[config.mk]
export PLATFORM = sky130hd
export DESIGN_NAME = tsfm_monitor
export DESIGN_NICKNAME = d
export VERILOG_FILES = /design/src/core/tsfm_pkg.sv /design/src/core/tsfm_monitor.sv
export VERILOG_INCLUDE_DIRS = /design/src /design/src/core
export SDC_FILE = /design/constraint.sdc
export NUM_CORES = 1
export LEC_CHECK = 0
export BUFFER_PORTS_ARGS = -buffer_cell sky130_fd_sc_hd__clkbuf_2
export CORE_MARGIN = 1.5
export CORE_UTILIZATION = 60
export DETAILED_ROUTE_END_ITERATION = 10
export HOLD_SLACK_MARGIN = 0.02
export MAX_ROUTING_LAYER = met4
export PLACE_DENSITY = 0.83
export SETUP_SLACK_MARGIN = 0.4
export SLEW_MARGIN = 20
export SYNTH_ARGS = -nofsm -noshare
export SYNTH_HDL_FRONTEND = slang
export SYNTH_SLANG_ARGS = --single-unit
[constraint.sdc]
create_clock -name aclk -period 3.9 [get_ports aclk]
set_input_delay 0.78 -clock aclk [delete_from_list [all_inputs] [get_ports aclk]]
set_output_delay 0.78 -clock aclk [all_outputs]
set_load 0.01 [all_outputs]
[src/core/tsfm_params.svh]
// register map, field positions and timing figures of the fault monitor
`ifndef TSFM_PARAMS_SVH
`define TSFM_PARAMS_SVH
// clock rate
`define TSFM_CLK_MHZ 50
// over-temperature filter time in microseconds
`define TSFM_OT_FILTER_US 20
// 5 v overvoltage filter time in microseconds (plain default)
`define TSFM_OV_FILTER_US 20
// power-latch exit delay in milliseconds, nominal of the 1.4 to 2.6 window
`define TSFM_EXIT_DELAY_MS 2
// register byte offsets
`define TSFM_OFS_LIVE 8'h00
`define TSFM_OFS_FLAGS 8'h04
`define TSFM_OFS_CONTROL 8'h08
`define TSFM_OFS_OUT_CTRL 8'h0c
`define TSFM_OFS_IRQ_STATUS 8'h10
`define TSFM_OFS_IRQ_CLEAR 8'h14
`define TSFM_OFS_IRQ_ENABLE 8'h18
// live status fields
`define TSFM_LIVE_UV3V3 4
`define TSFM_LIVE_TRK1 5
`define TSFM_LIVE_TRK2 6
`define TSFM_LIVE_TRKOVL 7
`define TSFM_LIVE_OVSHUT 8
`define TSFM_LIVE_EXIT 9
`define TSFM_LIVE_OVNOW 10
// flag and event fields
`define TSFM_FLAG_OV 4
`define TSFM_EVT_EXIT 5
// control fields
`define TSFM_CTRL_MRD 8
`define TSFM_CTRL_START 16
// drivers that stay on through a 5 v overvoltage: outputs 13, 14, 21, 25
`define TSFM_OV_KEEP_MASK 32'h0110_3000
// bus responses
`define TSFM_RESP_OKAY 2'h0
`define TSFM_RESP_SLVERR 2'h2
`endif

[src/core/tsfm_pkg.sv]
// shared types of the fault monitor
package tsfm_pkg;
  typedef logic [31:0] tsfm_word_t;
  // sensor order inside every four-bit vector
  typedef enum logic [1:0] {
    TSFM_SNS_TRACK,
    TSFM_SNS_POWER,
    TSFM_SNS_RELAY,
    TSFM_SNS_LOW
  } tsfm_sensor_e;
endpackage

[src/core/tsfm_monitor.sv]
// thermal and supply fault monitor with an axi4-lite register slave
//
// Overview of operation
// - tracking overtemp plus current limit cuts tracking supplies
// - power-stage overtemp cuts all outputs and ignition
// - relay overtemp cuts main relay driver
// - low regulator overtemp plus limit cuts 3.3 v
// - cool below hysteresis for filter time restores
// - latch four thermal warning flags, readable
// - reading warning flags clears them
// - outputs follow filtered state, not latched flags
// - 5 v overvoltage cuts drivers except kept four
// - 5 v overvoltage flag latched, cleared on read
// - overvoltage flag alone never blocks driver switch-on
// - 3.3 v off only with warning and overcurrent
// - 3.3 v undervoltage bit is live, unlatched
// - per-channel tracking overvoltage bits are live
// - tracking off only with warning and overcurrent
// - combined tracking overload bit is live
// - power-latch exit delay counter, two milliseconds
//
// The AXI4-Lite interface to the registers and the placing of the registers were decided locally.
`timescale 1ns/10ps
`include "tsfm_params.svh"
module tsfm_monitor
  import tsfm_pkg::*;
#(
  parameter int ADDR_W = 8,
  parameter int N_OUT = 32,
  parameter int N_IGN = 4,
  parameter int OT_FILT_CYC = `TSFM_OT_FILTER_US * `TSFM_CLK_MHZ,
  parameter int OV_FILT_CYC = `TSFM_OV_FILTER_US * `TSFM_CLK_MHZ,
  parameter int EXIT_CYC = `TSFM_EXIT_DELAY_MS * 1000 * `TSFM_CLK_MHZ
) (
  // clock and reset
  input wire logic aclk,
  input wire logic aresetn,
  // axi4-lite write address
  input wire logic awvalid,
  output logic awready,
  input wire logic [ADDR_W-1:0] awaddr,
  input wire logic [2:0] awprot,
  // axi4-lite write data
  input wire logic wvalid,
  output logic wready,
  input wire logic [31:0] wdata,
  input wire logic [3:0] wstrb,
  // axi4-lite write response
  output logic bvalid,
  input wire logic bready,
  output logic [1:0] bresp,
  // axi4-lite read address
  input wire logic arvalid,
  output logic arready,
  input wire logic [ADDR_W-1:0] araddr,
  input wire logic [2:0] arprot,
  // axi4-lite read data
  output logic rvalid,
  input wire logic rready,
  output logic [31:0] rdata,
  output logic [1:0] rresp,
  // analog comparator pins, asynchronous
  input wire logic [3:0] temp_above_thr,
  input wire logic [3:0] temp_below_hyst,
  input wire logic trk_current_limit,
  input wire logic reg3v3_current_limit,
  input wire logic supply5_ov_detect,
  input wire logic reg3v3_uv_detect,
  input wire logic trk1_ov_detect,
  input wire logic trk2_ov_detect,
  input wire logic latch_exit_req,
  // driver and supply enables
  output logic [N_OUT-1:0] output_drivers,
  output logic [N_IGN-1:0] ignition_predrivers,
  output logic main_relay_driver,
  output logic regulator_3v3_output,
  output logic sensor_tracking_supplies,
  output logic power_latch_exit_delay,
  // interrupt, level
  output logic irq
);
  localparam int OT_CW = $clog2(OT_FILT_CYC + 1);
  localparam int OV_CW = $clog2(OV_FILT_CYC + 1);
  localparam int EX_CW = $clog2(EXIT_CYC + 1);
  localparam int N_IN = 15;
  localparam int N_EVT = 6;
  localparam logic [N_OUT-1:0] OV_KEEP = N_OUT'(`TSFM_OV_KEEP_MASK);

  // byte-lane merge used by the control, output and interrupt-enable registers
  function automatic tsfm_word_t merge_strb(tsfm_word_t old, tsfm_word_t nw, logic [3:0] st);
    tsfm_word_t r;
    r = old;
    for (int b = 0; b < 4; b++) begin
      if (st[b]) begin
        r[8*b +: 8] = nw[8*b +: 8];
      end
    end
    return r;
  endfunction

  // address decode shared by the read and write paths
  function automatic logic is_mapped(logic [ADDR_W-1:0] a);
    return (a == ADDR_W'(`TSFM_OFS_LIVE)) || (a == ADDR_W'(`TSFM_OFS_FLAGS)) ||
           (a == ADDR_W'(`TSFM_OFS_CONTROL)) || (a == ADDR_W'(`TSFM_OFS_OUT_CTRL)) ||
           (a == ADDR_W'(`TSFM_OFS_IRQ_STATUS)) || (a == ADDR_W'(`TSFM_OFS_IRQ_CLEAR)) ||
           (a == ADDR_W'(`TSFM_OFS_IRQ_ENABLE));
  endfunction

  // two-stage synchroniser for every pin; only the second stage is read
  logic [N_IN-1:0] sync1_q;
  logic [N_IN-1:0] sync2_q;
  always_ff @(posedge aclk) begin
    if (!aresetn) begin
      sync1_q <= '0;
      sync2_q <= '0;
    end else begin
      sync1_q <= {latch_exit_req, trk2_ov_detect, trk1_ov_detect, reg3v3_uv_detect,
                  supply5_ov_detect, reg3v3_current_limit, trk_current_limit,
                  temp_below_hyst, temp_above_thr};
      sync2_q <= sync1_q;
    end
  end
  wire logic [3:0] hot_s = sync2_q[3:0];
  wire logic [3:0] cool_s = sync2_q[7:4];
  wire logic trk_cl_s = sync2_q[8];
  wire logic reg_cl_s = sync2_q[9];
  wire logic ov_s = sync2_q[10];
  wire logic uv_s = sync2_q[11];
  wire logic trk1_ov_s = sync2_q[12];
  wire logic trk2_ov_s = sync2_q[13];
  wire logic exit_req_s = sync2_q[14];

  // filtered fault states and their persistence counters
  logic [3:0] ot_q, ot_d; // filtered over-temperature per sensor
  logic [OT_CW-1:0] ot_cnt_q [4];
  logic [OT_CW-1:0] ot_cnt_d [4];
  logic ov_q, ov_d; // filtered 5 v overvoltage
  logic [OV_CW-1:0] ov_cnt_q, ov_cnt_d;
  logic exit_q, exit_d; // exit delay elapsed
  logic [EX_CW-1:0] ex_cnt_q, ex_cnt_d;

  // filters: an over-temperature or overvoltage state flips only after its opposite comparison held the whole interval
  always_comb begin
    ot_d = ot_q;
    ov_d = ov_q;
    ov_cnt_d = ov_cnt_q;
    exit_d = exit_q;
    ex_cnt_d = ex_cnt_q;
    for (int k = 0; k < 4; k++) begin
      ot_cnt_d[k] = ot_cnt_q[k];
      // hot side counts toward shutdown, cool side toward recovery
      if (!(ot_q[k] ? cool_s[k] : hot_s[k])) begin
        ot_cnt_d[k] = '0;
      end else if (ot_cnt_q[k] == OT_CW'(OT_FILT_CYC - 1)) begin
        ot_d[k] = ~ot_q[k];
        ot_cnt_d[k] = '0;
      end else begin
        ot_cnt_d[k] = ot_cnt_q[k] + OT_CW'(1);
      end
    end
    // overvoltage filtered the same way in both directions
    if (ov_s == ov_q) begin
      ov_cnt_d = '0;
    end else if (ov_cnt_q == OV_CW'(OV_FILT_CYC - 1)) begin
      ov_d = ov_s;
      ov_cnt_d = '0;
    end else begin
      ov_cnt_d = ov_cnt_q + OV_CW'(1);
    end
    // exit delay runs while requested and restarts when the request drops
    if (!exit_req_s) begin
      exit_d = 1'b0;
      ex_cnt_d = '0;
    end else if (!exit_q) begin
      if (ex_cnt_q == EX_CW'(EXIT_CYC - 1)) begin
        exit_d = 1'b1;
      end else begin
        ex_cnt_d = ex_cnt_q + EX_CW'(1);
      end
    end
  end

  always_ff @(posedge aclk) begin
    if (!aresetn) begin
      ot_q <= '0;
      ov_q <= 1'b0;
      ov_cnt_q <= '0;
      exit_q <= 1'b0;
      ex_cnt_q <= '0;
      for (int k = 0; k < 4; k++) begin
        ot_cnt_q[k] <= '0;
      end
    end else begin
      ot_q <= ot_d;
      ov_q <= ov_d;
      ov_cnt_q <= ov_cnt_d;
      exit_q <= exit_d;
      ex_cnt_q <= ex_cnt_d;
      for (int k = 0; k < 4; k++) begin
        ot_cnt_q[k] <= ot_cnt_d[k];
      end
    end
  end

  // bus handshake state
  logic aw_held_q, aw_held_d;
  logic w_held_q, w_held_d;
  logic [ADDR_W-1:0] waddr_q, waddr_d;
  tsfm_word_t wdat_q, wdat_d;
  logic [3:0] wst_q, wst_d;
  logic awready_q, awready_d, wready_q, wready_d, arready_q, arready_d;
  logic bvalid_q, bvalid_d, rvalid_q, rvalid_d;
  logic [1:0] bresp_q, bresp_d, rresp_q, rresp_d;
  tsfm_word_t rdata_q, rdata_d;
  wire logic do_wr = aw_held_q && w_held_q && !bvalid_q; // both halves in, slot free
  wire logic ar_hs = arvalid && arready_q;

  // register contents
  logic [3:0] warn_q, warn_d; // latched thermal warnings
  logic ovflag_q, ovflag_d; // latched 5 v overvoltage
  logic [N_IGN-1:0] ign_req_q, ign_req_d;
  logic mrd_req_q, mrd_req_d;
  tsfm_word_t out_req_q, out_req_d;
  logic ov_shut_q, ov_shut_d; // drivers held off after overvoltage
  logic start_seen_q, start_seen_d; // restart command received
  logic [N_EVT-1:0] ist_q, ist_d, ien_q, ien_d;
  logic [3:0] ot_prev_q;
  logic ov_prev_q, exit_prev_q;
  tsfm_word_t live_w;
  logic [N_EVT-1:0] evt;
  // strobe-merged images of the narrow writable registers; a call result cannot be sliced
  tsfm_word_t ign_m, ien_m;
  assign ign_m = merge_strb(32'(ign_req_q), wdat_q, wst_q);
  assign ien_m = merge_strb(32'(ien_q), wdat_q, wst_q);

  // live, unlatched view of the block
  always_comb begin
    live_w = '0;
    live_w[3:0] = ot_q;
    live_w[`TSFM_LIVE_UV3V3] = uv_s;
    live_w[`TSFM_LIVE_TRK1] = trk1_ov_s;
    live_w[`TSFM_LIVE_TRK2] = trk2_ov_s;
    live_w[`TSFM_LIVE_TRKOVL] = trk_cl_s || ot_q[TSFM_SNS_TRACK];
    live_w[`TSFM_LIVE_OVSHUT] = ov_shut_q;
    live_w[`TSFM_LIVE_EXIT] = exit_q;
    live_w[`TSFM_LIVE_OVNOW] = ov_q;
    evt = {exit_q && !exit_prev_q, ov_q && !ov_prev_q, ot_q & ~ot_prev_q};
  end

  // bus channels and register updates; a hardware set always beats a clear
  always_comb begin
    aw_held_d = aw_held_q;
    w_held_d = w_held_q;
    waddr_d = waddr_q;
    wdat_d = wdat_q;
    wst_d = wst_q;
    bvalid_d = bvalid_q;
    bresp_d = bresp_q;
    rvalid_d = rvalid_q;
    rresp_d = rresp_q;
    rdata_d = rdata_q;
    warn_d = warn_q;
    ovflag_d = ovflag_q;
    ign_req_d = ign_req_q;
    mrd_req_d = mrd_req_q;
    out_req_d = out_req_q;
    ov_shut_d = ov_shut_q;
    start_seen_d = start_seen_q;
    ist_d = ist_q;
    ien_d = ien_q;
    // capture address and data in either order
    if (awvalid && awready_q) begin
      aw_held_d = 1'b1;
      waddr_d = awaddr;
    end
    if (wvalid && wready_q) begin
      w_held_d = 1'b1;
      wdat_d = wdata;
      wst_d = wstrb;
    end
    if (bvalid_q && bready) begin
      bvalid_d = 1'b0;
    end
    if (do_wr) begin
      aw_held_d = 1'b0;
      w_held_d = 1'b0;
      bvalid_d = 1'b1;
      bresp_d = is_mapped(waddr_q) ? `TSFM_RESP_OKAY : `TSFM_RESP_SLVERR;
      if (waddr_q == ADDR_W'(`TSFM_OFS_CONTROL)) begin
        ign_req_d = ign_m[N_IGN-1:0];
        mrd_req_d = wst_q[1] ? wdat_q[`TSFM_CTRL_MRD] : mrd_req_q;
        if (wst_q[2] && wdat_q[`TSFM_CTRL_START]) begin
          start_seen_d = 1'b1;
        end
        // control rewrite after the restart command lifts the hold
        if (start_seen_q) begin
          ov_shut_d = 1'b0;
        end
      end
      if (waddr_q == ADDR_W'(`TSFM_OFS_OUT_CTRL)) begin
        out_req_d = merge_strb(out_req_q, wdat_q, wst_q);
        if (start_seen_q) begin
          ov_shut_d = 1'b0;
        end
      end
      if (waddr_q == ADDR_W'(`TSFM_OFS_IRQ_CLEAR)) begin
        ist_d = ist_d & ~wdat_q[N_EVT-1:0];
      end
      if (waddr_q == ADDR_W'(`TSFM_OFS_IRQ_ENABLE)) begin
        ien_d = ien_m[N_EVT-1:0];
      end
    end
    // reads: one at a time, answered the cycle after the address is taken
    if (rvalid_q && rready) begin
      rvalid_d = 1'b0;
    end
    if (ar_hs) begin
      rvalid_d = 1'b1;
      rresp_d = is_mapped(araddr) ? `TSFM_RESP_OKAY : `TSFM_RESP_SLVERR;
      rdata_d = '0;
      unique case (araddr)
        ADDR_W'(`TSFM_OFS_LIVE): rdata_d = live_w;
        ADDR_W'(`TSFM_OFS_FLAGS): begin
          rdata_d[3:0] = warn_q;
          rdata_d[`TSFM_FLAG_OV] = ovflag_q;
          warn_d = '0;
          ovflag_d = 1'b0;
        end
        ADDR_W'(`TSFM_OFS_CONTROL): begin
          rdata_d[N_IGN-1:0] = ign_req_q;
          rdata_d[`TSFM_CTRL_MRD] = mrd_req_q;
        end
        ADDR_W'(`TSFM_OFS_OUT_CTRL): rdata_d = out_req_q;
        ADDR_W'(`TSFM_OFS_IRQ_STATUS): rdata_d[N_EVT-1:0] = ist_q;
        ADDR_W'(`TSFM_OFS_IRQ_ENABLE): rdata_d[N_EVT-1:0] = ien_q;
        default: rdata_d = '0; // clear register and unmapped read as zero
      endcase
    end
    // hardware sets applied last so they win over a same-cycle clear
    warn_d = warn_d | ot_q;
    ovflag_d = ovflag_d | ov_q;
    ist_d = ist_d | evt;
    if (ov_q) begin
      ov_shut_d = 1'b1;
      start_seen_d = 1'b0;
    end
    awready_d = !aw_held_d && !bvalid_d;
    wready_d = !w_held_d && !bvalid_d;
    arready_d = !rvalid_d;
  end

  always_ff @(posedge aclk) begin
    if (!aresetn) begin
      aw_held_q <= 1'b0;
      w_held_q <= 1'b0;
      waddr_q <= '0;
      wdat_q <= '0;
      wst_q <= '0;
      awready_q <= 1'b0;
      wready_q <= 1'b0;
      arready_q <= 1'b0;
      bvalid_q <= 1'b0;
      bresp_q <= `TSFM_RESP_OKAY;
      rvalid_q <= 1'b0;
      rresp_q <= `TSFM_RESP_OKAY;
      rdata_q <= '0;
      warn_q <= '0;
      ovflag_q <= 1'b0;
      ign_req_q <= '0;
      mrd_req_q <= 1'b0;
      out_req_q <= '0;
      ov_shut_q <= 1'b0;
      start_seen_q <= 1'b0;
      ist_q <= '0;
      ien_q <= '0;
      ot_prev_q <= '0;
      ov_prev_q <= 1'b0;
      exit_prev_q <= 1'b0;
    end else begin
      aw_held_q <= aw_held_d;
      w_held_q <= w_held_d;
      waddr_q <= waddr_d;
      wdat_q <= wdat_d;
      wst_q <= wst_d;
      awready_q <= awready_d;
      wready_q <= wready_d;
      arready_q <= arready_d;
      bvalid_q <= bvalid_d;
      bresp_q <= bresp_d;
      rvalid_q <= rvalid_d;
      rresp_q <= rresp_d;
      rdata_q <= rdata_d;
      warn_q <= warn_d;
      ovflag_q <= ovflag_d;
      ign_req_q <= ign_req_d;
      mrd_req_q <= mrd_req_d;
      out_req_q <= out_req_d;
      ov_shut_q <= ov_shut_d;
      start_seen_q <= start_seen_d;
      ist_q <= ist_d;
      ien_q <= ien_d;
      ot_prev_q <= ot_q;
      ov_prev_q <= ov_q;
      exit_prev_q <= exit_q;
    end
  end

  // output stage: gates use the filtered states, the synchronised current limits and the overvoltage hold, never the latched flags
  logic [N_OUT-1:0] drv_q, drv_d;
  logic [N_IGN-1:0] ign_q, ign_d;
  logic mrd_q, mrd_d, v33_q, v33_d, trk_q, trk_d, exd_q, irq_q, irq_d;
  always_comb begin
    drv_d = out_req_q[N_OUT-1:0];
    if (ov_shut_q) begin
      drv_d = drv_d & OV_KEEP;
    end
    if (ot_q[TSFM_SNS_POWER]) begin
      drv_d = '0;
    end
    ign_d = ot_q[TSFM_SNS_POWER] || ov_shut_q ? '0 : ign_req_q;
    mrd_d = mrd_req_q && !ot_q[TSFM_SNS_RELAY];
    v33_d = !(ot_q[TSFM_SNS_LOW] && reg_cl_s);
    trk_d = !(ot_q[TSFM_SNS_TRACK] && trk_cl_s);
    irq_d = |(ist_q & ien_q);
  end

  always_ff @(posedge aclk) begin
    if (!aresetn) begin
      drv_q <= '0;
      ign_q <= '0;
      mrd_q <= 1'b0;
      v33_q <= 1'b1;
      trk_q <= 1'b1;
      exd_q <= 1'b0;
      irq_q <= 1'b0;
    end else begin
      drv_q <= drv_d;
      ign_q <= ign_d;
      mrd_q <= mrd_d;
      v33_q <= v33_d;
      trk_q <= trk_d;
      exd_q <= exit_q;
      irq_q <= irq_d;
    end
  end

  assign awready = awready_q;
  assign wready = wready_q;
  assign arready = arready_q;
  assign bvalid = bvalid_q;
  assign bresp = bresp_q;
  assign rvalid = rvalid_q;
  assign rdata = rdata_q;
  assign rresp = rresp_q;
  assign output_drivers = drv_q;
  assign ignition_predrivers = ign_q;
  assign main_relay_driver = mrd_q;
  assign regulator_3v3_output = v33_q;
  assign sensor_tracking_supplies = trk_q;
  assign power_latch_exit_delay = exd_q;
  assign irq = irq_q;
endmodule

* After elaboration in Yosys (flattened, before gate mapping) *
Memory sizes are Yosys's and may differ from the RTL's.
Cells that the tools add are included.

operators by class
  multiplexer cells = 48
  equal/unequal tests = 19
  reduce and logical (&&, ||, !) cells = 63
  $add $sub $neg = 6
  bitwise operators = 20

operators with widths
  cell                                                                   number
  10-bit two-way mux                                                     12
  10-bit by 1-bit adder with 10-bit output, second input constant        5
  10-bit equality test, second input constant                            5
  8-bit by 5-bit equality test with 1-bit output, second input constant  6
  23-bit one-hot mux with 2 select lines                                 1
  8-bit by 4-bit equality test with 1-bit output, second input constant  4
  1-bit two-way mux                                                      24
  4-bit one-hot mux with 6 select lines                                  1
  3-bit AND reduction                                                    8
  17-bit by 1-bit adder with 17-bit output, second input constant        1
  17-bit equality test, second input constant                            1
  8-bit by 3-bit equality test with 1-bit output, second input constant  2
  8-bit zero test                                                        2
  1-bit logical AND                                                      15
  1-bit logical OR                                                       14
  2-bit AND reduction                                                    7
  6-bit AND                                                              2
  6-bit two-way mux                                                      2
  1-bit zero test                                                        10
  4-bit two-way mux                                                      2
  1-bit inverter                                                         8
  6-bit inverter                                                         1
  6-bit OR                                                               1
  2-bit OR reduction                                                     3
  13 further kinds                                                       19

word-level totals
  output and inout port bits = 82
  bits of input ports = 80
  register bits after elaboration = 252
  logic and storage cells = 202
  memory bits (writable) = 40
  memories = 1

memory list
  memory    depth  bits a word  read ports  clocked after memory_dff  wr ports  RTL line             text
  ot_cnt_q  4      10           4           0                         4         tsfm_monitor.sv:135  logic [OT_CW-1:0] ot_cnt_q [4];

* Logic depth before layout (Yosys ltp) *
  word-level depth = 8
  gate-level depth with buffers = 7
  mapped depth without buffers = 5

* Worst setup path after synthesis *
OpenSTA, ideal clock, no wires.

  kind = input to register
  start point = in araddr[1]
  end point = reg rdata_q[11] (netlist: rdata[11])
  setup slack = 1711 ps
  library setup time = 59 ps
  required time = 3841 ps
  stages on the path = 6
  buffers on the path = 2
  arrival time = 2130 ps
  cell sequence = or3_1 > or4_1 > buf_2 > nor2_4 > buf_4 > a22o_1

on the way
  word-level cells in the longest chain between the ends = 2
  elaborated cells between the ends (all ways) = 3
  those cells by class = 1 x eq/ne; 1 x mux; 1 x reduce/logical

ends and longest elaborated chain
  item                                                                               RTL line             text
  from (decl)                                                                        tsfm_monitor.sv:55   input wire logic [ADDR_W-1:0] araddr,
  8-bit by 4-bit equality test with 1-bit output or 8-bit zero test (tied branches)  tsfm_monitor.sv:321  unique case (araddr)
  23-bit one-hot mux with 2 select lines (*)                                         tsfm_monitor.sv:321
  to (signal assigned)                                                               tsfm_monitor.sv:392  rdata_q <= rdata_d;
  to (decl)                                                                          tsfm_monitor.sv:214  tsfm_word_t rdata_q, rdata_d;

Mark *: on every way between the ends. The rest lies on a longest branch, timed or not.
A chain may end at the register's enable or synchronous reset.

* Final worst setup path *
  start point = in araddr[1]
  end point = reg rdata_q[27] (netlist: rdata[27])

Same word-level chain as after synthesis.

==> impl_metrics.env <==
export IMPL_clk_pin_slew_ps=60
export IMPL_path_class="in2reg"
export IMPL_hold_violations=0
export IMPL_hp_class="reg2reg"
export IMPL_drt_total_wl_um=23700
export IMPL_ys_types=59
export IMPL_grt_busiest_layer="met2"
export IMPL_die_w_um=137
export IMPL_power_frac_comb_pct=3.8
export IMPL_syn_area_per_cell_um2=9.23
export IMPL_synth_ff_type="dfxtp_1"
export IMPL_swShare_pct=21.4
export IMPL_p_per_area_nw_per_um2=485
export IMPL_overflow=0
export IMPL_grt_pass1_wl_um=37700
export IMPL_place_gp_congestion=0.847
export IMPL_cts_setup_buffers=0
export IMPL_vias=8610
export IMPL_wl_per_cell_um=15.4
export IMPL_gr_usage_met1_pct=32.6
export IMPL_ys_async_sr_fraction_pct=0
export IMPL_synth_edf_count=0
export IMPL_timing_fmax_mhz=447
export IMPL_crit_chain="clkbuf_2 > or3_1 > or4_1 > nor2_4 > a22o_1"
export IMPL_clock_path_buffers=3
export IMPL_cts_root_buf="clkbuf_16"
export IMPL_io_buffers=153
export IMPL_min_from="sync2_q[9]"
export IMPL_finalSetupViolCount=0
export IMPL_die_area_um2=18700
export IMPL_met3_usage_pct=3.52
export IMPL_crit_path_end_kind="register"
export IMPL_cts_sinks=290
export IMPL_total_power_w=0.00610
export IMPL_nets=1381
export IMPL_antenna_found_initial=0
export IMPL_core_area_um2=17400
export IMPL_yosys_top_cells_count="290 x dfxtp_1, 199 x nand2_1, 78 x nor2_1"
export IMPL_worstPathMaxFanout=21
export IMPL_yosysTopAreaCell="dfxtp_1"
export IMPL_r2r_end="ign_req_q[3]"
export IMPL_grtUsageTotal_pct=25.7
export IMPL_synth_seq_area_share_pct=54.1
export IMPL_rrSetupSlack_ps=1740
export IMPL_synth_warnings=0
export IMPL_outcome="complete, no violations"
export IMPL_num_antenna_cells=0
export IMPL_cts_resized=0
export IMPL_drv_cap=0
export IMPL_critPathArrivalTime_ps=2700
export IMPL_hold_path_end="regulator_3v3_output"
export IMPL_clk_latency_ps=530
export IMPL_seqPwrFrac_pct=49.9
export IMPL_antenna_left=0
export IMPL_hold_path_depth=1
export IMPL_drive_gt1_share_pct=18.2
export IMPL_dp_hpwl_um=15900
export IMPL_drt_iter0_markers=503
export IMPL_grt_util_met2_pct=42.4
export IMPL_startpoint_type="primary input"
export IMPL_initial_core_util_pct=61.6
export IMPL_yosysMostFrequentCell="dfxtp_1"
export IMPL_p_leak_nw=4.78
export IMPL_pwr_share_clk_pct=46.3
export IMPL_numCtsBuffers=29
export IMPL_max_stage_delay_ps=620
export IMPL_dieHeight_um=137
export IMPL_cts_hold_buf=0
export IMPL_drt_first_pass_iters=6
export IMPL_worst_pin_slew_ps=1010
export IMPL_p_int_w=0.00480
export IMPL_max_slew_margin_pct=32.7
export IMPL_cts_htree_levels=1
export IMPL_first_global_vias=7949
export IMPL_power_switching_w=0.00131
export IMPL_finalClockSkew_ps=7.83
export IMPL_r2r_start="waddr_q[0]"
export IMPL_fin_tns_setup_ps=0
export IMPL_drc=0
export IMPL_cts_tree="built"
export IMPL_yosysTopAreaCellShare_pct=54.1
export IMPL_area_growth_pct=17.2
export IMPL_routed_via_density=5.59
export IMPL_slew_viol_final=0
export IMPL_cp_slowest_cell="or4_1"
export IMPL_ys_ff_latch=290
export IMPL_netlist_top_cells_area="dfxtp_1 54%, nand2_1 7.0%, and2_1 4.5%"
export IMPL_rsz0062_at_grt="no"
export IMPL_fin_crit_sh_pct=57.3
export IMPL_ir_drop_mv=0.456
export IMPL_synth_area_um2=10700
export IMPL_io_pins=162
export IMPL_syn_inst=1163
export IMPL_r2r_cells=4
export IMPL_rows=48
export IMPL_critical_path_required_ps=4370
export IMPL_period_minus_slack_ps=2230
export IMPL_grt_max_degree=58
[how the worst max path moves through the flow]
stage / start / endpoint / slack (ps)
after global routing: araddr[1] / rdata[13] / 1580
after CTS: waddr_q[0] / ien_q[4] / 1550
after global placement: araddr[1] / rdata[26] / 1160
final: araddr[1] / rdata[27] / 1670
after detailed placement: araddr[1] / rdata[31] / 1130
after floorplan: araddr[1] / rdata[11] / 1710
[cells in the final DEF (no fill, tap or decap), types with 20 or more instances in the layout]
cell type and count:
dfxtp_1 290, nand2_1 199, clkbuf_2 152, nor2_1 78, and2_1 76, a21oi_1 70, nand3_1 59, o21ai_1 32
clkbuf_16 29, xnor2_1 27, o21ai_0 25, a22o_1 25, nor3_1 20, inv_1 20, mux2i_1 20
[per-layer routing]
| layer | wire length, um | part of all wire [%] |
|---|---|---|
| met1 | 10300 | 43 |
| met2 | 11300 | 48 |
| met3 | 1360 | 5.7 |
| met4 | 717 | 3.0 |
| met5 | 0 | 0 |
[kinds of logic after synthesis]
group                    count (synthesis)  synth area share (%)
AO/OA/AOI/OAI                          192                  10.9
other                                    1                0.0349
adder cells (fa/ha/maj)                  6                 0.700
buffers and inverters                   87                  3.59
AND/OR/NAND/NOR                        513                  24.0
multiplexers                            28                  2.91
flip-flops                             290                  54.1
XOR/XNOR                                46                  3.75
[critical path: cells and delay by family]
| kind | cells | cell delay (ps) |
|---|---|---|
| simple gates | 3 | 1610 |
| compound gates | 1 | 220 |
| buf+inv | 1 | 90 |
[power by group through the flow]
stage | Sequential, W | Combinational, W | Clock [W]
2_1_floorplan | 0.00310 | 0.000145 | 0
3_3_place_gp | 0.00311 | 0.000227 | 0
3_5_place_dp | 0.00311 | 0.000231 | 0
4_1_cts | 0.00304 | 0.000233 | 0.00286
5_1_grt | 0.00305 | 0.000259 | 0.00298
6_report | 0.00304 | 0.000234 | 0.00283
[final cells by class]
type                    instances  area [um2]
clock buffers                  36         792
well taps                     225         282
repair buffers                166         866
fillers                      1301        4840
inverters                      21        78.8
multi-input cells             787        4560
clock inverters                16         194
flip-flops and latches        290        5810
[sequential cells by signal, summed over array words and instances (netlist names), 4 cells and up]
| register | cells |
|---|---|
| ex_cnt_q | 17 |
| ien_q | 6 |
| ign_req_q | 4 |
| ignition_predrivers | 4 |
| ist_q | 6 |
| ot_cnt_q | 40 |
| ot_prev_q | 4 |
| ot_q | 4 |
| out_req_q | 32 |
| output_drivers | 32 |
| ov_cnt_q | 10 |
| rdata | 32 |
| sync1_q | 15 |
| sync2_q | 15 |
| waddr_q | 8 |
| warn_q | 4 |
| wdat_q | 32 |
| wst_q | 4 |
[metrics by stage]
stage          cell area [um2]  worst slack, ps  instances  hold WS [ps]  utilization, %
2_1_floorplan            10700             1710       1164           343               -
3_3_place_gp             11600             1160       1489           393            66.5
3_5_place_dp             11600             1130       1489           404            66.5
4_1_cts                  12600             1550       1541           420            72.2
5_1_grt                  12600             1580       1541           427            72.2
6_report                 12600             1670       1541           418            72.2
Power figures use the tool's default switching activity.
